$ cat src/verilog/dfp_device_fix.sv
// Spare source file; it holds no logic.

$ cat src/verilog/dfp_pkg.sv
// Shared constants for the digital frequency pull control link and its two ends.
package dfp_pkg;

  // Device register indices on the link.
  localparam logic [1:0] REG_WORD_LOW = 2'h0;
  localparam logic [1:0] REG_ENABLE_WORD_HIGH = 2'h1;
  localparam logic [1:0] REG_PULL_RANGE = 2'h2;

  // Field layout of the device registers.
  localparam int WORD_WIDTH = 26;
  localparam int HIGH_WIDTH = 10;
  localparam int ENABLE_BIT = 10;
  localparam int RANGE_WIDTH = 4;

  // Values after reset.
  localparam logic [25:0] WORD_RESET = 26'h0000000;
  localparam logic [15:0] WORD_LOW_RESET = 16'h0000;
  localparam logic [3:0] FACTORY_RANGE = 4'h9;
  localparam logic ENABLE_RESET = 1'b0;

  // Positive full half scale; the negative extreme is clamped onto its mirror.
  localparam logic [25:0] WORD_POS_FULL = 26'h1FFFFFF;
  localparam logic [25:0] WORD_NEG_FULL = 26'h2000001;
  localparam logic [25:0] WORD_NEG_EXTREME = 26'h2000000;

  // Pull span per range code in units of 0.01 ppm, narrowest first.
  localparam logic [18:0] SPAN_TABLE [16] = '{
    19'h00271, 19'h003E8, 19'h004E2, 19'h009C4, 19'h01388, 19'h01F40, 19'h02710, 19'h030D4,
    19'h03A98, 19'h04E20, 19'h09C40, 19'h0EA60, 19'h13880, 19'h1D4C0, 19'h27100, 19'h4E200};

  // Frequency step per range code in units of 0.1 ppt.
  localparam logic [9:0] STEP_TABLE [16] = '{
    10'h032, 10'h032, 10'h032, 10'h032, 10'h032, 10'h032, 10'h032, 10'h032,
    10'h032, 10'h032, 10'h064, 10'h08C, 10'h0D2, 10'h140, 10'h1D6, 10'h3AC};

  // Host side clock and least spacing of frequency updates.
  localparam int CLK_HZ = 50000000;
  localparam int UPDATE_RATE_HZ = 38000;
  localparam int GAP_CYCLES = (CLK_HZ + UPDATE_RATE_HZ - 1) / UPDATE_RATE_HZ;
  localparam int GAP_WIDTH = 11;

  // Host register byte offsets on the AHB-Lite bus.
  localparam logic [7:0] HOST_FREQ = 8'h00;
  localparam logic [7:0] HOST_RANGE = 8'h04;
  localparam logic [7:0] HOST_READ = 8'h08;
  localparam logic [7:0] HOST_STATUS = 8'h0C;
  localparam int HOST_KEEP_ON_BIT = 26;

  // Host sequencer states.
  typedef enum logic {
    ST_IDLE = 1'b0,
    ST_WAIT = 1'b1
  } dfp_state_type;

endpackage

$ cat src/verilog/dfp_link_if.sv
// Link between the host controller and the frequency pull device.
`timescale 1ns/1ns
`default_nettype none
interface dfp_link_if;
  logic link_clk;
  logic req_tgl;
  logic wr;
  logic [1:0] addr;
  logic [15:0] wdata;
  logic ack_tgl;
  logic [15:0] rdata;

  modport device (
    input link_clk,
    input req_tgl,
    input wr,
    input addr,
    input wdata,
    output ack_tgl,
    output rdata
  );

  modport host (
    output req_tgl,
    output wr,
    output addr,
    output wdata,
    input ack_tgl,
    input rdata
  );
endinterface
`default_nettype wire

$ cat src/verilog/dfp_host.sv
// Host controller: AHB-Lite registers in, paced register writes and reads out over the link.
`timescale 1ns/1ns
`default_nettype none
module dfp_host (
  input wire logic CLK_I,
  input wire logic RST_N_I,
  input wire logic HSEL_I,
  input wire logic [31:0] HADDR_I,
  input wire logic [1:0] HTRANS_I,
  input wire logic HWRITE_I,
  input wire logic [2:0] HSIZE_I,
  input wire logic [31:0] HWDATA_I,
  input wire logic HREADY_I,
  output logic [31:0] HRDATA_O,
  output logic HREADYOUT_O,
  output logic HRESP_O,
  dfp_link_if.host LINK
);

  dfp_pkg::dfp_state_type state_reg;
  logic bus_wr_reg;
  logic [7:0] bus_addr_reg;
  logic addr_ok;
  logic [26:0] freq_reg;
  logic [3:0] range_reg;
  logic [1:0] read_addr_reg;
  logic pend_low_reg;
  logic pend_high_reg;
  logic pend_range_reg;
  logic pend_read_reg;
  logic [10:0] gap_reg;
  logic ack_s1_reg;
  logic ack_s2_reg;
  logic ack_seen_reg;
  logic req_reg;
  logic wr_reg;
  logic [1:0] addr_reg;
  logic [15:0] wdata_reg;
  logic [15:0] rdata_reg;
  logic launch_low;
  logic launch_high;
  logic launch_range;
  logic launch_read;
  logic busy;

  // Address phase is taken when selected, NONSEQ or SEQ, and the bus is ready; the slave never stalls.
  assign addr_ok = HSEL_I && HTRANS_I[1] && HREADY_I;
  assign HREADYOUT_O = 1'b1;
  assign HRESP_O = 1'b0;
  assign busy = pend_low_reg || pend_high_reg || pend_range_reg || pend_read_reg || state_reg == dfp_pkg::ST_WAIT;

  // Write address phase remembered for the data phase.
  always_ff @(posedge CLK_I or negedge RST_N_I) begin
    if (!RST_N_I) begin
      bus_wr_reg <= 1'b0;
      bus_addr_reg <= 8'h00;
    end else begin
      bus_wr_reg <= addr_ok && HWRITE_I;
      bus_addr_reg <= HADDR_I[7:0];
    end
  end

  // Read data is registered in the address phase so it stands through the data phase.
  always_ff @(posedge CLK_I or negedge RST_N_I) begin
    if (!RST_N_I) begin
      HRDATA_O <= 32'h00000000;
    end else if (addr_ok && !HWRITE_I) begin
      if (HADDR_I[7:0] == dfp_pkg::HOST_FREQ) begin
        HRDATA_O <= {5'h00, freq_reg};
      end else if (HADDR_I[7:0] == dfp_pkg::HOST_RANGE) begin
        HRDATA_O <= {28'h0000000, range_reg};
      end else if (HADDR_I[7:0] == dfp_pkg::HOST_STATUS) begin
        HRDATA_O <= {rdata_reg, 14'h0000, gap_reg != 11'h000, busy};
      end else begin
        HRDATA_O <= 32'h00000000;
      end
    end
  end

  // Launch choice: lower half first, upper half only after it and once the update gap has run out.
  assign launch_low = state_reg == dfp_pkg::ST_IDLE && pend_low_reg;
  assign launch_high = state_reg == dfp_pkg::ST_IDLE && !pend_low_reg && pend_high_reg
                       && gap_reg == 11'h000;
  assign launch_range = state_reg == dfp_pkg::ST_IDLE && !pend_low_reg && !launch_high && pend_range_reg;
  assign launch_read = state_reg == dfp_pkg::ST_IDLE && !pend_low_reg && !launch_high && !pend_range_reg
                       && pend_read_reg;

  // Staged values; a new bus write wins over the launch that clears the same pending flag.
  always_ff @(posedge CLK_I or negedge RST_N_I) begin
    if (!RST_N_I) begin
      freq_reg <= 27'h0000000;
      range_reg <= dfp_pkg::FACTORY_RANGE;
      read_addr_reg <= 2'h0;
      pend_low_reg <= 1'b0;
      pend_high_reg <= 1'b0;
      pend_range_reg <= 1'b0;
      pend_read_reg <= 1'b0;
    end else begin
      if (launch_low) pend_low_reg <= 1'b0;
      if (launch_high) pend_high_reg <= 1'b0;
      if (launch_range) pend_range_reg <= 1'b0;
      if (launch_read) pend_read_reg <= 1'b0;
      if (bus_wr_reg && bus_addr_reg == dfp_pkg::HOST_FREQ) begin
        freq_reg <= HWDATA_I[26:0];
        pend_low_reg <= 1'b1;
        pend_high_reg <= 1'b1;
      end else if (bus_wr_reg && bus_addr_reg == dfp_pkg::HOST_RANGE) begin
        range_reg <= HWDATA_I[3:0];
        pend_range_reg <= 1'b1;
      end else if (bus_wr_reg && bus_addr_reg == dfp_pkg::HOST_READ) begin
        read_addr_reg <= HWDATA_I[1:0];
        pend_read_reg <= 1'b1;
      end
    end
  end

  // Gap counter restarts at every upper-half launch and holds the next one back until it reaches zero.
  always_ff @(posedge CLK_I or negedge RST_N_I) begin
    if (!RST_N_I) begin
      gap_reg <= 11'h000;
    end else if (launch_high) begin
      gap_reg <= 11'(dfp_pkg::GAP_CYCLES - 1);
    end else if (gap_reg != 11'h000) begin
      gap_reg <= gap_reg - 11'h001;
    end
  end

  // Acknowledge toggle from the link domain passes two flops; the third copy marks what was seen.
  always_ff @(posedge CLK_I or negedge RST_N_I) begin
    if (!RST_N_I) begin
      ack_s1_reg <= 1'b0;
      ack_s2_reg <= 1'b0;
    end else begin
      ack_s1_reg <= LINK.ack_tgl;
      ack_s2_reg <= ack_s1_reg;
    end
  end

  // One link transfer at a time; fields stay put until the acknowledge comes back.
  always_ff @(posedge CLK_I or negedge RST_N_I) begin
    if (!RST_N_I) begin
      state_reg <= dfp_pkg::ST_IDLE;
      req_reg <= 1'b0;
      ack_seen_reg <= 1'b0;
      wr_reg <= 1'b0;
      addr_reg <= 2'h0;
      wdata_reg <= 16'h0000;
      rdata_reg <= 16'h0000;
    end else begin
      case (state_reg)
        dfp_pkg::ST_IDLE: begin
          if (launch_low || launch_high || launch_range || launch_read) begin
            state_reg <= dfp_pkg::ST_WAIT;
            req_reg <= ~req_reg;
            wr_reg <= !launch_read;
          end
          if (launch_low) begin
            addr_reg <= dfp_pkg::REG_WORD_LOW;
            wdata_reg <= freq_reg[15:0];
          end else if (launch_high) begin
            addr_reg <= dfp_pkg::REG_ENABLE_WORD_HIGH;
            wdata_reg <= {5'h00, freq_reg[dfp_pkg::HOST_KEEP_ON_BIT], freq_reg[25:16]};
          end else if (launch_range) begin
            addr_reg <= dfp_pkg::REG_PULL_RANGE;
            wdata_reg <= {12'h000, range_reg};
          end else if (launch_read) begin
            addr_reg <= read_addr_reg;
            wdata_reg <= 16'h0000;
          end
        end
        default: begin
          if (ack_s2_reg != ack_seen_reg) begin
            ack_seen_reg <= ack_s2_reg;
            state_reg <= dfp_pkg::ST_IDLE;
            if (!wr_reg) begin
              rdata_reg <= LINK.rdata;
            end
          end
        end
      endcase
    end
  end

  assign LINK.req_tgl = req_reg;
  assign LINK.wr = wr_reg;
  assign LINK.addr = addr_reg;
  assign LINK.wdata = wdata_reg;

endmodule
`default_nettype wire

$ cat src/flat_wrapper.sv
// flat-port wrapper written by rule: the top's interface ports become plain ports
module dfp_host_flat 
  (CLK_I, RST_N_I, HSEL_I, HADDR_I, HTRANS_I, HWRITE_I, HSIZE_I, HWDATA_I, HREADY_I, HRDATA_O, HREADYOUT_O, HRESP_O, LINK_req_tgl, LINK_wr, LINK_addr, LINK_wdata, LINK_ack_tgl, LINK_rdata);
  dfp_link_if LINK_i ();
  input wire logic CLK_I;
  input wire logic RST_N_I;
  input wire logic HSEL_I;
  input wire logic [31:0] HADDR_I;
  input wire logic [1:0] HTRANS_I;
  input wire logic HWRITE_I;
  input wire logic [2:0] HSIZE_I;
  input wire logic [31:0] HWDATA_I;
  input wire logic HREADY_I;
  output logic [31:0] HRDATA_O;
  output logic HREADYOUT_O;
  output logic HRESP_O;
  output wire logic [$bits(LINK_i.req_tgl)-1:0] LINK_req_tgl;
  output wire logic [$bits(LINK_i.wr)-1:0] LINK_wr;
  output wire logic [$bits(LINK_i.addr)-1:0] LINK_addr;
  output wire logic [$bits(LINK_i.wdata)-1:0] LINK_wdata;
  input wire logic [$bits(LINK_i.ack_tgl)-1:0] LINK_ack_tgl;
  input wire logic [$bits(LINK_i.rdata)-1:0] LINK_rdata;
  assign LINK_req_tgl = LINK_i.req_tgl;
  assign LINK_wr = LINK_i.wr;
  assign LINK_addr = LINK_i.addr;
  assign LINK_wdata = LINK_i.wdata;
  assign LINK_i.ack_tgl = LINK_ack_tgl;
  assign LINK_i.rdata = LINK_rdata;
  dfp_host u_core (.CLK_I(CLK_I), .RST_N_I(RST_N_I), .HSEL_I(HSEL_I), .HADDR_I(HADDR_I), .HTRANS_I(HTRANS_I), .HWRITE_I(HWRITE_I), .HSIZE_I(HSIZE_I), .HWDATA_I(HWDATA_I), .HREADY_I(HREADY_I), .HRDATA_O(HRDATA_O), .HREADYOUT_O(HREADYOUT_O), .HRESP_O(HRESP_O), .LINK(LINK_i));
endmodule
$ cat config.mk
export PLATFORM = sky130hd
export DESIGN_NAME = dfp_host_flat
export DESIGN_NICKNAME = d
export VERILOG_FILES = /design/src/verilog/dfp_device_fix.sv /design/src/verilog/dfp_pkg.sv /design/src/verilog/dfp_link_if.sv /design/src/verilog/dfp_host.sv /design/src/flat_wrapper.sv
export SDC_FILE = /design/constraint.sdc
export NUM_CORES = 1
export LEC_CHECK = 0
export BUFFER_PORTS_ARGS = -buffer_cell sky130_fd_sc_hd__buf_2
export CORE_MARGIN = 2
export CORE_UTILIZATION = 35
export CTS_CLUSTER_DIAMETER = 80
export DETAILED_ROUTE_END_ITERATION = 10
export PLACE_DENSITY_LB_ADDON = 0.08
export REMOVE_ABC_BUFFERS = 1
export SYNTH_ARGS = -nofsm -noshare
export SYNTH_HDL_FRONTEND = slang
export SYNTH_SLANG_ARGS = --single-unit
$ cat constraint.sdc
create_clock -name CLK_I -period 1.9 [get_ports CLK_I]
set_input_delay 0.475 -clock CLK_I [delete_from_list [all_inputs] [get_ports CLK_I]]
set_output_delay 0.475 -clock CLK_I [all_outputs]
set_load 0.02 [all_outputs]
==> run metrics, run 1 <==
status finished, violations left; failing checks negative setup slack; clock buffer count from CTS 17; final wirelength 12600 um; Setup violations, final 6; initial antenna violation count 1; die extent in x 127 um; VDD IR max 0.000684 V; mux cell area share after synthesis 0.121; starting density of the core 0.360; Critical Path Fanout Max 2; max_slew headroom 0.642; Worst-Margin Slew 0.532 ns; top-area cell type share of the netlist area 0.605; Crit-path slowest cell dfrtp_1; required time worst endpoint 2.20 ns; final worst-path cycle share 1.01; Netlist cell types 51; clock skew 0.00836 ns; Ys Warns 0; MaxCap Viol Count 0; vias in the first global route 3792; TNS Setup -0.0699 ns; IO Count 145; row cnt 44; reg2reg setup slack -0.02 ns; CTS tree yes; final core utilization 0.474; P per Cell Area 995 nW/um2; largest net degree at the start of global routing 43; crit path time final 1.92 ns; Startpoint Class flop; Max Slew Vio Count 0; fin nets 617; Iteration-0 DRC Markers 158; wire per inst 17.5 um; fraction of layout cells with a size suffix above 1 0.494; asr flop ratio synth 1.00; largest family of logic cells by synthesized area compound AO/OA/AOI/OAI gates; commonest non-fill, non-tap cells in the layout dfrtp_1, buf_2, mux2_2; Port Buffer Count 109; CP arrival 2.22 ns; root buf cell clkbuf_16; Top FF cell, synth dfrtp_1; Worst-Skew Late Latency 0.41 ns; GP Congestion 0.749; ANT nets after route 0; hold endpoint u_core.ack_s1_reg; dpl hpwl 8420 um; CP top delay family buffers and inverters; EDFF count, synth 0; diode count 0; Synth area leader dfrtp_1; first drt pass iteration count 4; total power 6.88 mW; Worst Reg-to-Reg Cells 8; Mapped Area 5250 um2; total number of vias 3572; post-synthesis compound-gate area fraction 0.130; Area growth syn-to-layout 31.7%; fin cells 720; #FFs+latches synth 129; via/cell ratio 4.96; Post-DP Area 6280 um2; first-pass GRT wire length 20500 um; sequential fraction of the synthesis area 0.615; hold_sp LINK_ack_tgl; Max clock buf depth 2; xor/xnor share of the synthesized area 0.0117; max FFs per register 32; Setup CP Type reg -> reg; core footprint 14600 um2; WP buf/inv 3; crit path setup slack, layout -0.0233 ns; fin area 6920 um2; Hold Crit Class in -> reg; P_leak 3.62 nW; drt drc 0; DP Cell Count 683; htree depth 4; CP max stage delay 0.38 ns; Syn Inst Count 371; Clock Sinks 129; crit-path cells inv_2 > ha_4 > nor4b_4 > buf_4 > nand4_4 > a211oi_4 > buf_6 > mux2_4; commonest non-fill, non-tap cell in the layout dfrtp_1; DIE HEIGHT 127 um; clock transition at the registers of the reported paths 0.06 ns; Synth Area in Adders 0.00476; hold path depth 1; RSZ-0062 raised after global routing yes; total track usage 0.167; r2r startpoint u_core.gap_reg[1]; Max Fclk 520 MHz; total die area 16000 um2; Simple-Gate Fraction of Synth Area 0.0898; aggregate global routing overflow 0; r2r endpoint u_core.LINK.addr[0]; Hold Fails Final Rpt 0; CP endpoint kind flop; top cells by area, synth dfrtp_1, mux2_2, a22o_1; Avg Inst Size Synth 14.2 um2
[Yosys cell counts (4+ instances only)]
cell / instances
dfrtp_1: 127
mux2_2: 53
a22o_1: 32
and2_1: 13
nand2_1: 13
a221o_2: 11
nor2_1: 10
a21o_1: 9
buf_2: 7
nor3_1: 7
xnor2_1: 7
clkbuf_1: 6
nand3_1: 6
inv_1: 5
a221o_1: 4
buf_4: 4
mux2i_1: 4
o21ai_0: 4
[metrics by stage]
| step | setup slack, ns | hold WS, ns |
|---|---|---|
| final | -0.0233 | 0.170 |
| after global routing | -0.115 | 0.151 |
| after CTS | 0.000144 | 0.154 |
| after detailed placement | -0.299 | 0.335 |
| after global placement | -0.279 | 0.331 |
| after floorplan | -1.48 | 0.179 |
[cell families (layout without fill, tap and decap cells)]
family,after synthesis,after routing
AOI/OAI and AO/OA,77,77
xor gates and xnor gates,7,7
adders and majority gates,2,2
buffers and inverters,25,190
DFF,129,129
muxes,57,57
other,2,2
and+or+nand+nor,72,72
[metal layers]
metal	part of all wire	vias up	track usage	routed length [um]
met4	0.0084	2	0.0582	106
li1	-	1689	-	-
met3	0.059	9	0.0578	741
met5	0.00055	-	0	7
met2	0.47	85	0.254	5950
met1	0.46	1787	0.222	5830
[repair_timing]
item,in CTS,in global routing
endpoints found under the hold margin,25,0
pin swaps,3,5
resized for setup,7,8
hold buffers,1,0
setup endpoints to repair,15,53
buffers inserted,1,4
[report_power, final]
group	internal (mW)	leakage, nW	switching (mW)	total, mW
combinational	0.448	1.62	0.403	0.852
sequential	2.91	1.74	0.151	3.06
clock	1.85	0.261	1.12	2.97
[area by class of cell]
class | count | area, um2
timing repair buffer | 154 | 973
clock buffer | 25 | 475
sequential | 129 | 3230
multi-input combinational | 217 | 1930
clock inverter | 6 | 57.6
fill | 1334 | 7670
inverter | 5 | 18.8
tap | 184 | 230
[worst max-delay path by stage]
stage / end / slack (ns) / cells after the start / start
4_1_cts: u_core.LINK.wdata[2] / 0.0001 / 7 / u_core.gap_reg[0]
3_3_place_gp: u_core.HRDATA_O[26] / -0.28 / 6 / HADDR_I[1]
5_1_grt: u_core.LINK.addr[0] / -0.12 / 8 / u_core.gap_reg[0]
2_1_floorplan: u_core.freq_reg[0] / -1.48 / 4 / u_core.bus_addr_reg[4]
3_5_place_dp: u_core.HRDATA_O[25] / -0.30 / 6 / HADDR_I[1]
6_report: u_core.LINK.addr[0] / -0.02 / 8 / u_core.gap_reg[1]
Note: power is estimated with default switching activity, not from simulation.
==> run 2, diff against run 1 <==
Clock period 1.9 ns to 2 ns, I/O delays scaled along.
==> run 2 against run 1 <==
Net effect: the flow now finishes without violations; sequential power shrank 4%; core utilization shrank 0.60 points; combinational power shrank 19%; clock skew shrank 0.0033 ns.
==> run metrics, run 2 (synthesis results as in run 1) <==
root buf cell clkbuf_16; dpl hpwl 8220 um (-2.4%); fin nets 605 (-1.9%); initial antenna violation count 1 (unchanged); fin area 6830 um2 (-1.3%); htree depth 4 (unchanged); total number of vias 3529 (-1.2%); DP Cell Count 671 (-1.8%); Hold Fails Final Rpt 0 (unchanged); Critical Path Fanout Max 4 (+2); MaxCap Viol Count 0 (unchanged); CP endpoint kind flop; grt met2 use 0.259 (+0.00535); via/cell ratio 4.99 (+0.61%); commonest non-fill, non-tap cell in the layout dfrtp_1; Max clock buf depth 2 (unchanged); CP arrival 2.21 ns (about the same); Setup CP Type reg -> reg; max FFs per register 32 (unchanged); aggregate global routing overflow 0 (unchanged); vias in the first global route 3681 (-2.9%); Hold Buf Count CTS 0 (-1); GR Util met3 0.0477 (-0.0101); GRT Max-Usage Layer met2; ANT nets after route 0 (unchanged); RSZ-0062 raised after global routing no; Post-DP Area 6190 um2 (-1.4%); final worst-path cycle share 0.960 (-0.0523); Max Fclk 521 MHz (+0.18%); first-pass GRT wire length 19700 um (-3.8%); commonest non-fill, non-tap cells in the layout dfrtp_1, buf_2, mux2_2; required time worst endpoint 2.29 ns (+0.09 ns); status complete, no violations; crit path setup slack, layout 0.0801 ns (+0.103 ns); Hold Crit Class in -> async; VDD IR max 0.000530 V (-23%); grt met1 use 0.207 (-0.0156); Max Slew Vio Count 0 (unchanged); Port Buffer Count 109 (unchanged); Iteration-0 DRC Markers 167 (+5.7%); post-place setup slack -0.239 ns (+0.0598 ns); DIE HEIGHT 127 um (unchanged); Startpoint Class flop; area of the multi-input gates 1910 um2 (-1.0%); Setup violations, final 0 (-6); clock buffer count from CTS 17 (unchanged); P_leak 3.56 nW (-1.7%); fraction of layout cells with a size suffix above 1 0.484 (-0.0107); Area growth syn-to-layout 30.1%; clock transition at the registers of the reported paths 0.05 ns (about the same); drt drc 0 (unchanged); largest net degree at the start of global routing 50 (+16%); Clock Sinks 129 (unchanged); die extent in x 127 um (unchanged); CTS tree yes; crit path time final 1.92 ns (-0.00344 ns); diode count 0 (unchanged); core footprint 14600 um2 (unchanged); Filler cells 1315 (-1.4%); FF+latch area 3230 um2 (unchanged); row cnt 44 (unchanged); wire per inst 17.5 um (-0.11%); fin cells 707 (-1.8%); first drt pass iteration count 4 (unchanged); IO Count 145 (unchanged); P per Cell Area 970 nW/um2 (-2.5%); GP Congestion 0.745 (-0.49%); final core utilization 0.468 (-0.00600); total track usage 0.161 (-0.00579); total die area 16000 um2 (unchanged); starting density of the core 0.360 (unchanged); final wirelength 12400 um (-1.9%); Worst-Skew Late Latency 0.41 ns (about the same); clock skew 0.00503 ns (-0.00333 ns)
run 2: changes by cell type in the layout (fill, tap and decap cells not counted), moves of 2 or more:
| cell | delta |
|---|---|
| buf_4 | -7 |
| clkbuf_8 | +2 |
| clkbuf_1 | -2 |
| buf_6 | -4 |
| clkinv_2 | -2 |
run 2: path summary, 6_finish.rpt:
path / startpoint / endpoint / slack (ns) / cells after the start
min reg2reg: u_core.ack_s1_reg / u_core.ack_s2_reg / 0.35 / 0
min: RST_N_I / u_core.HRDATA_O[19] / 0.02 / 1
min in group CLK_I: LINK_ack_tgl / u_core.ack_s1_reg / 0.20 / 1
max: u_core.gap_reg[8] / u_core.LINK.addr[0] / 0.08 / 6
max reg2reg: u_core.gap_reg[8] / u_core.LINK.addr[0] / 0.08 / 6
max in group asynchronous: RST_N_I / u_core.freq_reg[6] / 1.36 / 2
run 2: power breakdown:
| part | total [mW] | internal (mW) | switching [mW] |
|---|---|---|---|
| registers | 2.94 | 2.77 | 0.169 |
| clock network | 3.00 | 1.95 | 1.06 |
| logic | 0.687 | 0.356 | 0.331 |
run 2: what timing repair did:
item	in CTS	in global routing
endpoints found under the setup margin	0	14
gates resized for setup	0	8
setup buffers	0	6
run 2: area by class of cell:
| class | instances | area share |
|---|---|---|
| clock buffer | 25 | 0.0725 |
| clock inverter | 5 | 0.0114 |
| inverter | 5 | 0.00275 |
| multi-input combinational | 217 | 0.280 |
| sequential | 129 | 0.473 |
| tap | 184 | 0.0337 |
| timing repair buffer | 142 | 0.127 |
run 2: metrics by stage:
stage                     hold WS [ns]  total power, mW  setup TNS (ns)
final                           0.0218             6.63               0
after CTS                       0.0244             6.63               0
after floorplan                  0.204             3.31          -60.44
after detailed placement         0.342             3.60           -6.29
after global routing            0.0357             6.95               0
after global placement           0.332             3.58           -5.48
run 2: per-layer routing:
metal,routed length (um),up-vias,part of all wire
li1,-,1658,-
met1,5690,1771,0.46
met2,5900,84,0.48
met3,631,14,0.051
met4,162,2,0.013
met5,10,-,0.00081
run 2: worst max-delay path, stage by stage (launching register included):
cell,delay (ns)
dfrtp_1,0.43
nor4_4,0.36
buf_4,0.18
nand4_4,0.11
a211oi_4,0.24
buf_4,0.15
mux2_2,0.32
